**src/rtl/wd_pkg.sv**
```systemverilog
// Constants, field layout and helper functions for the watchdog block.
package wd_pkg;

    // Register byte addresses on the APB bus.
    localparam logic [31:0] MODE_ADDR    = 32'hfffff6d0;
    localparam logic [31:0] RESTART_ADDR = 32'hfffff6d4;
    localparam logic [31:0] STATUS_ADDR  = 32'hfffff6d8;

    // Reset values, key values and write masks.
    localparam logic [7:0] MODE_RESET   = 8'h67;
    localparam logic [7:0] MODE_WMASK   = 8'h7f;
    localparam logic [7:0] RESTART_KEY  = 8'hac;
    localparam logic [7:0] RESTART_READ = 8'h9a;

    // Field positions inside the mode register.
    localparam int MODE_HI_BIT = 6;
    localparam int MODE_LO_BIT = 5;
    localparam int CLKSEL_MSB  = 4;
    localparam int CLKSEL_MID  = 3;

    // Status register bit positions.
    localparam int STAT_WRITTEN_BIT = 0;
    localparam int STAT_RUNNING_BIT = 1;

    // Counter width and the tap base of each source.
    localparam int          CNT_W     = 25;
    localparam logic [4:0]  BASE_INT  = 5'h0c;
    localparam logic [4:0]  BASE_MAIN = 5'h12;
    localparam logic [4:0]  BASE_SUB  = 5'h09;

    // Count source chosen by the clock-selection field.
    typedef enum logic [1:0] {
        SRC_INT  = 2'b00,
        SRC_MAIN = 2'b01,
        SRC_SUB  = 2'b11
    } src_e;

    // Lock state of the mode register.
    typedef enum logic {
        WR_OPEN   = 1'b0,
        WR_LOCKED = 1'b1
    } wr_state_e;

    // Source selected by a clock-selection code.
    function automatic src_e source_of(input logic [4:0] sel);
        if (sel[CLKSEL_MSB]) begin
            return SRC_SUB;
        end
        return sel[CLKSEL_MID] ? SRC_MAIN : SRC_INT;
    endfunction : source_of

    // Number of counter bits that make up the selected interval.
    function automatic logic [4:0] interval_bits(input logic [4:0] sel);
        unique case (source_of(sel))
            SRC_INT:  return BASE_INT + {2'h0, sel[2:0]};
            SRC_MAIN: return BASE_MAIN + {2'h0, sel[2:0]};
            SRC_SUB:  return BASE_SUB + {2'h0, sel[2:0]};
            default:  return BASE_INT + {2'h0, sel[2:0]};
        endcase
    endfunction : interval_bits

endpackage : wd_pkg

```
**src/rtl/watchdog_timer_two.sv**
```systemverilog
// Watchdog timer with one-shot mode register, restart key and APB access.
`timescale 1ns/1ps
module watchdog_timer_two (
    // Clock and reset.
    input  wire logic        pclk,
    input  wire logic        presetn,
    // APB slave.
    input  wire logic        psel,
    input  wire logic        penable,
    input  wire logic        pwrite,
    input  wire logic [31:0] paddr,
    input  wire logic [31:0] pwdata,
    input  wire logic [3:0]  pstrb,
    input  wire logic        bit_op,
    output logic [31:0]      prdata,
    output logic             pready,
    output logic             pslverr,
    // Count sources.
    input  wire logic        int_osc_clk_in,
    input  wire logic        main_clk_in,
    input  wire logic        sub_clk_in,
    input  wire logic        int_osc_stop,
    input  wire logic        osc_stab,
    // Overflow actions.
    output logic             wd_internal_reset,
    output logic             wd_nmi_request,
    output logic             cpu_clk_to_int_osc
);

    ////////////////////////////////////////////////////////////////////////
    // State.

    typedef struct packed {
        logic [7:0]        mode;
        wd_pkg::wr_state_e wr;
        logic [31:0]       rdata;
        logic              err;
        logic              rst_o;
        logic              nmi_o;
        logic              sw_o;
    } main_s;

    main_s                    st_q;
    main_s                    st_d;
    logic                     int_rise;
    logic                     main_rise;
    logic                     sub_rise;
    logic                     tick;
    logic                     wrap;
    logic                     cnt_clear;
    logic [wd_pkg::CNT_W-1:0] count;
    logic                     setup;
    logic                     wr_acc;
    logic                     hit_mode;
    logic                     hit_restart;
    logic                     hit_status;
    logic                     running;
    logic                     force_ovf;
    logic                     restart_ok;
    logic                     first_wr;
    logic                     ovf;

    ////////////////////////////////////////////////////////////////////////
    // Source synchronisers and counter.

    wd_edge_sync u_int_sync (
        .pclk    (pclk),
        .presetn (presetn),
        .src_in  (int_osc_clk_in),
        .rise    (int_rise)
    );

    wd_edge_sync u_main_sync (
        .pclk    (pclk),
        .presetn (presetn),
        .src_in  (main_clk_in),
        .rise    (main_rise)
    );

    wd_edge_sync u_sub_sync (
        .pclk    (pclk),
        .presetn (presetn),
        .src_in  (sub_clk_in),
        .rise    (sub_rise)
    );

    // pick the tick of the selected source.
    always_comb begin
        unique case (wd_pkg::source_of(st_q.mode[4:0]))
            // internal ticks stop with the oscillator.
            wd_pkg::SRC_INT:  tick = int_rise & ~int_osc_stop;
            wd_pkg::SRC_MAIN: tick = main_rise;
            wd_pkg::SRC_SUB:  tick = sub_rise;
            default:          tick = 1'b0;
        endcase
    end

    // tap position follows the clock-selection code.
    // subclock codes ignore the second selection bit.
    wd_interval_counter u_counter (
        .pclk    (pclk),
        .presetn (presetn),
        .tick    (tick & running),
        .clear   (cnt_clear),
        .width   (wd_pkg::interval_bits(st_q.mode[4:0])),
        .wrap    (wrap),
        .count   (count)
    );

    ////////////////////////////////////////////////////////////////////////
    // Bus decode and overflow sources.

    // Address decode and phase qualifiers.
    assign setup       = psel & ~penable;
    assign wr_acc      = psel & penable & pwrite;
    assign hit_mode    = (paddr == wd_pkg::MODE_ADDR);
    assign hit_restart = (paddr == wd_pkg::RESTART_ADDR);
    assign hit_status  = (paddr == wd_pkg::STATUS_ADDR);

    assign running = st_q.mode[wd_pkg::MODE_HI_BIT] | st_q.mode[wd_pkg::MODE_LO_BIT];

    // only the first mode write after reset is taken.
    assign first_wr = wr_acc & hit_mode & (st_q.wr == wd_pkg::WR_OPEN);

    // the key value restarts the count.
    assign restart_ok = wr_acc & hit_restart & ~bit_op
                        & (pwdata[7:0] == wd_pkg::RESTART_KEY);

    // a repeated mode write forces an overflow.
    // a wrong restart value forces an overflow.
    // a bit operation on the restart register forces one too.
    // none of these act while stopped.
    assign force_ovf = running & wr_acc & (
                           (hit_mode & (st_q.wr == wd_pkg::WR_LOCKED))
                         | (hit_restart & (bit_op | (pwdata[7:0] != wd_pkg::RESTART_KEY))));

    assign ovf       = force_ovf | (running & wrap);
    assign cnt_clear = ovf | restart_ok | first_wr;

    ////////////////////////////////////////////////////////////////////////
    // Next state.

    // Register writes, read data and overflow actions.
    always_comb begin
        st_d       = st_q;
        st_d.rst_o = 1'b0;
        st_d.nmi_o = 1'b0;
        st_d.sw_o  = 1'b0;
        if (setup) begin
            st_d.err   = ~(hit_mode | hit_restart | hit_status);
            st_d.rdata = '0;
            if (hit_mode) begin
                st_d.rdata[7:0] = st_q.mode & wd_pkg::MODE_WMASK;
            end else if (hit_restart) begin
                st_d.rdata[7:0] = wd_pkg::RESTART_READ;
            end else if (hit_status) begin
                st_d.rdata[wd_pkg::STAT_WRITTEN_BIT] = (st_q.wr == wd_pkg::WR_LOCKED);
                st_d.rdata[wd_pkg::STAT_RUNNING_BIT] = running;
            end
        end
        if (first_wr) begin
            st_d.mode = pwdata[7:0] & wd_pkg::MODE_WMASK;
            st_d.wr   = wd_pkg::WR_LOCKED;
        end
        if (ovf) begin
            if (st_q.mode[wd_pkg::MODE_HI_BIT]) begin
                // during stabilisation switch the clock instead.
                st_d.rst_o = ~osc_stab;
                st_d.sw_o  = osc_stab;
            end else begin
                st_d.nmi_o = 1'b1;
            end
        end
    end

    // State register.
    always_ff @(posedge pclk or negedge presetn) begin
        if (!presetn) begin
            // default reset mode starts counting at once.
            // mode register starts at its reset value.
            st_q      <= '0;
            st_q.mode <= wd_pkg::MODE_RESET;
            st_q.wr   <= wd_pkg::WR_OPEN;
        end else begin
            st_q <= st_d;
        end
    end

    // Outputs.
    assign prdata             = st_q.rdata;
    assign pslverr            = st_q.err & psel & penable;
    assign pready             = 1'b1;
    assign wd_internal_reset  = st_q.rst_o;
    assign wd_nmi_request     = st_q.nmi_o;
    assign cpu_clk_to_int_osc = st_q.sw_o;
endmodule : watchdog_timer_two

```
**src/rtl/wd_edge_sync.sv**
```systemverilog
// Three-stage synchroniser that turns a rising source edge into a tick.
`timescale 1ns/1ps
module wd_edge_sync (
    // Clock and reset.
    input  wire logic pclk,
    input  wire logic presetn,
    // Asynchronous source and its tick.
    input  wire logic src_in,
    output logic      rise
);

    typedef struct packed {
        logic s1;
        logic s2;
        logic s3;
        logic level;
        logic rise;
    } sync_s;

    sync_s st_q;
    sync_s st_d;

    // The level moves only once stages two and three agree.
    always_comb begin
        st_d      = st_q;
        st_d.s1   = src_in;
        st_d.s2   = st_q.s1;
        st_d.s3   = st_q.s2;
        st_d.rise = 1'b0;
        if (st_q.s2 == st_q.s3) begin
            st_d.level = st_q.s3;
            st_d.rise  = st_q.s3 & ~st_q.level;
        end
    end

    // State register.
    always_ff @(posedge pclk or negedge presetn) begin
        if (!presetn) begin
            st_q <= '0;
        end else begin
            st_q <= st_d;
        end
    end

    assign rise = st_q.rise;

endmodule : wd_edge_sync

```
**src/rtl/wd_interval_counter.sv**
```systemverilog
// Free-running binary counter with a selectable wrap tap.
`timescale 1ns/1ps
module wd_interval_counter (
    // Clock and reset.
    input  wire logic                   pclk,
    input  wire logic                   presetn,
    // Control.
    input  wire logic                   tick,
    input  wire logic                   clear,
    input  wire logic [4:0]             width,
    // Result.
    output logic                        wrap,
    output logic [wd_pkg::CNT_W-1:0]    count
);

    typedef struct packed {
        logic [wd_pkg::CNT_W-1:0] cnt;
    } cnt_s;

    cnt_s                     st_q;
    cnt_s                     st_d;
    logic [wd_pkg::CNT_W:0]   mask_w;
    logic [wd_pkg::CNT_W-1:0] mask;

    // Tap mask: the low width bits all set means the interval is done.
    assign mask_w = ({{wd_pkg::CNT_W{1'b0}}, 1'b1} << width) - 1'b1;
    assign mask   = mask_w[wd_pkg::CNT_W-1:0];
    assign wrap   = tick & ((st_q.cnt & mask) == mask);

    // counter clears on restart, wrap and force.
    always_comb begin
        st_d = st_q;
        if (clear || wrap) begin
            st_d.cnt = '0;
        end else if (tick) begin
            st_d.cnt = st_q.cnt + 1'b1;
        end
    end

    // State register.
    always_ff @(posedge pclk or negedge presetn) begin
        if (!presetn) begin
            st_q <= '0;
        end else begin
            st_q <= st_d;
        end
    end

    assign count = st_q.cnt;

endmodule : wd_interval_counter

```
**config.mk**
```make
export PLATFORM = sky130hd
export DESIGN_NAME = watchdog_timer_two
export DESIGN_NICKNAME = d
export VERILOG_FILES = /design/src/rtl/wd_pkg.sv /design/src/rtl/watchdog_timer_two.sv /design/src/rtl/wd_edge_sync.sv /design/src/rtl/wd_interval_counter.sv
export SDC_FILE = /design/constraint.sdc
export NUM_CORES = 1
export LEC_CHECK = 0
export BUFFER_PORTS_ARGS = -buffer_cell sky130_fd_sc_hd__buf_2
export CORE_ASPECT_RATIO = 1.4
export CORE_MARGIN = 2
export CORE_UTILIZATION = 55
export CTS_CLUSTER_DIAMETER = 40
export DETAILED_ROUTE_END_ITERATION = 10
export GPL_ROUTABILITY_DRIVEN = 0
export PLACE_DENSITY = 0.84
export SYNTH_ARGS = -nofsm -noshare
export SYNTH_HDL_FRONTEND = slang
export SYNTH_HIERARCHICAL = 1
export SYNTH_SLANG_ARGS = --single-unit
```
**constraint.sdc**
```tcl
create_clock -name pclk -period 7.6 [get_ports pclk]
set_clock_uncertainty 0.1 [all_clocks]
set_input_delay 0 -clock pclk [delete_from_list [all_inputs] [get_ports pclk]]
set_output_delay 0 -clock pclk [all_outputs]
set_load 0.02 [all_outputs]
```
==> impl_metrics.yaml <==
timing:
  tns_ps: 0
  final-hold-violation-count: 0
  final_min_period_over_clock_period_pct: 67.8
  rsz0062_at_grt: "no"
  final_max_slew_viol_count: 0
  report.final.setup_viol: 0
  max_slew_headroom_pct: 25.8
  period_needed_ps: 5150
  clock.fmax_ghz: 0.194
  worst-slew-pin-transition_ps: 1110
cts:
  latest_clock_arrival_within_the_worst_skew_pair_ps: 340
  cts-resized-gates: 0
  h-tree-depth: 3
  cts_tree: "built"
  cts.root.buffer_cell: "sky130_fd_sc_hd__clkbuf_8"
  max-clock-path-buffers: 2
  postCtsSetupBuffers: 0
  post_cts_hold_buffer_count: 18
  cts_inserted_buffers: 9
  clock-sinks: 60
  worst_setup_hold_path_clk_slew_ps: 70
yosys:
  yosysWarningCount: 6
  synth.top_cells.by_area: "sky130_fd_sc_hd__dfrtp_1 35%, sky130_fd_sc_hd__buf_4 6.5%, sky130_fd_sc_hd__a211oi_1 5.3%"
  synth_top_area_share_pct: 35.0
  post_synth_cell_types: 67
  synthCells: 402
  syn_area_per_cell_um2: 9.79
  async_set_reset_flop_share_out_of_synthesis_pct: 100
  synth_sequential_area_ratio_pct: 38.3
  netlist_area_mm2: 0.00394
  synth_seq_cells: 60
  top_reg_cell_synth: "sky130_fd_sc_hd__dfrtp_1"
  synth_enable_flop_cells: 0
  synth_area_leader_cell: "sky130_fd_sc_hd__dfrtp_1"
placed_design:
  place_hpwl_um: 6160
  port_buffers: 62
  place_inst: 533
detailed_routing:
  detail_route.vias_per_cell: 5.97
  totalWireLength_um: 9720
  route.detailed.wl_per_inst_um: 17.1
  drtIter0Drc: 400
  vias_post_dr: 3385
  detail_route.drc_violations: 0
  ant_nets: 0
  drt_first_pass_iters: 5
floorplanning:
  chipWidth_um: 75.5
  initial_core_utilization_pct: 56.8
  rows: 36
  dieArea_mm2: 0.00786
  die_height_um: 104
  design.portCount: 116
  core_area_mm2: 0.00694
pwr:
  irDropWorstVdd_mv: 0.135
  cellLeakagePower_nw: 1.95
  power_density_mw_per_mm2: 142
  total_power_w: 0.000633
grt:
  wire_length_of_the_first_global_routing_pass_um: 15800
  grt_usage_pct: 26.2
  final_global_route_overflow_total: 0
  grt_max_degree: 61
  number_of_global_route_vias_before_repair: 3403
  grt_antenna_before_repair: 0
status:
  run_status: "complete, no violations"
setup_path:
  cp-end-kind: "register"
  worstPathArrival_ps: 5230
  reg2reg_slack_ps: 2450
  setup.worst_path.start_class: "register"
  slowest_delay_ps: 710
  critical_path.slowest_cell: "sky130_fd_sc_hd__a21oi_1"
  critical-path-top-delay-family: "compound AO/OA/AOI/OAI gates"
  worstSetupPathType: "reg -> reg"
  cp_max_fo: 25
  cp_data_required_time_ps: 7680
  cp_cell_sequence: "ha_1 > ha_1 > inv_1 > a21oi_1 > inv_1 > nand3_1 > ha_1 > nor3_1 > a22o_1 > a22oi_1 > o32ai_1 > nor2_1 > and2_1 > o21ai_0 > a21oi_1 > buf_4 > a211oi_1"
  critical_path_buf_inv_count: 3
  cell_type_with_the_highest_occurrence_count_on_the_critical_path: "sky130_fd_sc_hd__ha_1"
cells_and_area:
  nNetsFinal: 551
  most_common_library_cell_in_the_layout_ignoring_fill_and_taps: "sky130_fd_sc_hd__buf_2"
  leading_cell_types_in_the_layout_fill_and_taps_excluded: "62 x sky130_fd_sc_hd__buf_2, 55 x sky130_fd_sc_hd__dfrtp_1, 35 x sky130_fd_sc_hd__nand2_1, 28 x sky130_fd_sc_hd__a211oi_1, 25 x sky130_fd_sc_hd__conb_1"
  n_fill_cell: 548
  area_delta_synth_final_pct: 13.1
  ant_diodes: 0
  post_route_cells_drive_above_1_share_pct: 24.8
  layout.cells.non_filler: 567
min_path:
  hold_path_class: "in -> reg"
run:
  maxCapViolations: 0
-- cells in the mapped netlist, drive strengths merged (6+ instances only) --
library cell	instances
buf	50
nand2	36
nand3	10
a211oi	28
inv	12
nor4	7
clkbuf	6
mux2	7
o21ai	26
xor2	14
nand4	12
nor2	18
a21oi	10
dfrtp	55
nor3	13
xnor2	13
-- power by group --
part           internal [W]  switching (W)
combinational     0.0000219      0.0000325
sequential         0.000324     0.00000231
clock              0.000119       0.000132
-- layout make-up --
type	instances	area (µm²)	area share [%]
multi-input cells	297	2060	46.3
clock inverters	7	52.6	1.18
well taps	95	119	2.67
clock buffers	9	124	2.78
flip-flops and latches	60	1510	33.9
repair buffers	87	543	12.2
inverters	12	45.0	1.01
-- logic make-up after synthesis --
group | synth area share [%]
xor gates and xnor gates | 6.01
adders and majority gates | 2.45
other | 0.191
and+or+nand+nor | 21.9
muxes | 3.18
AOI/OAI and AO/OA | 16.5
DFF | 38.3
buffers and inverters | 11.5
-- worst paths after layout --
path	start	end	cells after the start
worst max-delay path	st_q[37]	u_counter/count[2]	17
worst min-delay path	psel	prdata[5]	4
worst max register to register	st_q[37]	u_counter/count[2]	17
worst min register to register	u_int_sync/st_d[3]	u_int_sync/st_d[2]	0
max in group asynchronous	presetn	u_counter/count[14]	3
min in group asynchronous	presetn	prdata[0]	3
-- state kept, by name, indices dropped and copies added, names as in the netlist, 2 cells and up --
name / count
prdata: 8
u_int_sync/st_q: 2
u_counter/count: 25
u_sub_sync/st_q: 2
u_int_sync/st_d: 2
st_q: 9
u_sub_sync/st_d: 2
u_main_sync/st_d: 2
u_main_sync/st_q: 2
-- stage by stage --
stage	util, %	hold WS (ps)	cell area [µm²]	setup WS (ps)
after floorplan	-	-396	4020	3350
after global placement	59.1	9.34	4100	2920
after detailed placement	59.1	9.91	4100	2800
after CTS	64.2	38.8	4450	2690
after global routing	64.2	83.0	4450	2210
final	64.2	65.9	4450	2450
-- worst min-delay path, stage by stage --
cell,delay (ps)
sky130_fd_sc_hd__buf_2,110
sky130_fd_sc_hd__nand2b_1,180
sky130_fd_sc_hd__nand2_1,120
sky130_fd_sc_hd__o21ai_1,50
-- per-layer routing --
layer	wire length, µm	track usage, %	vias up
li1	-	-	1543
met1	3490	29.2	1601
met2	5080	44.2	199
met3	721	6.59	42
met4	433	13.5	0
met5	0	0	-
Power figures use the tool's default switching activity.
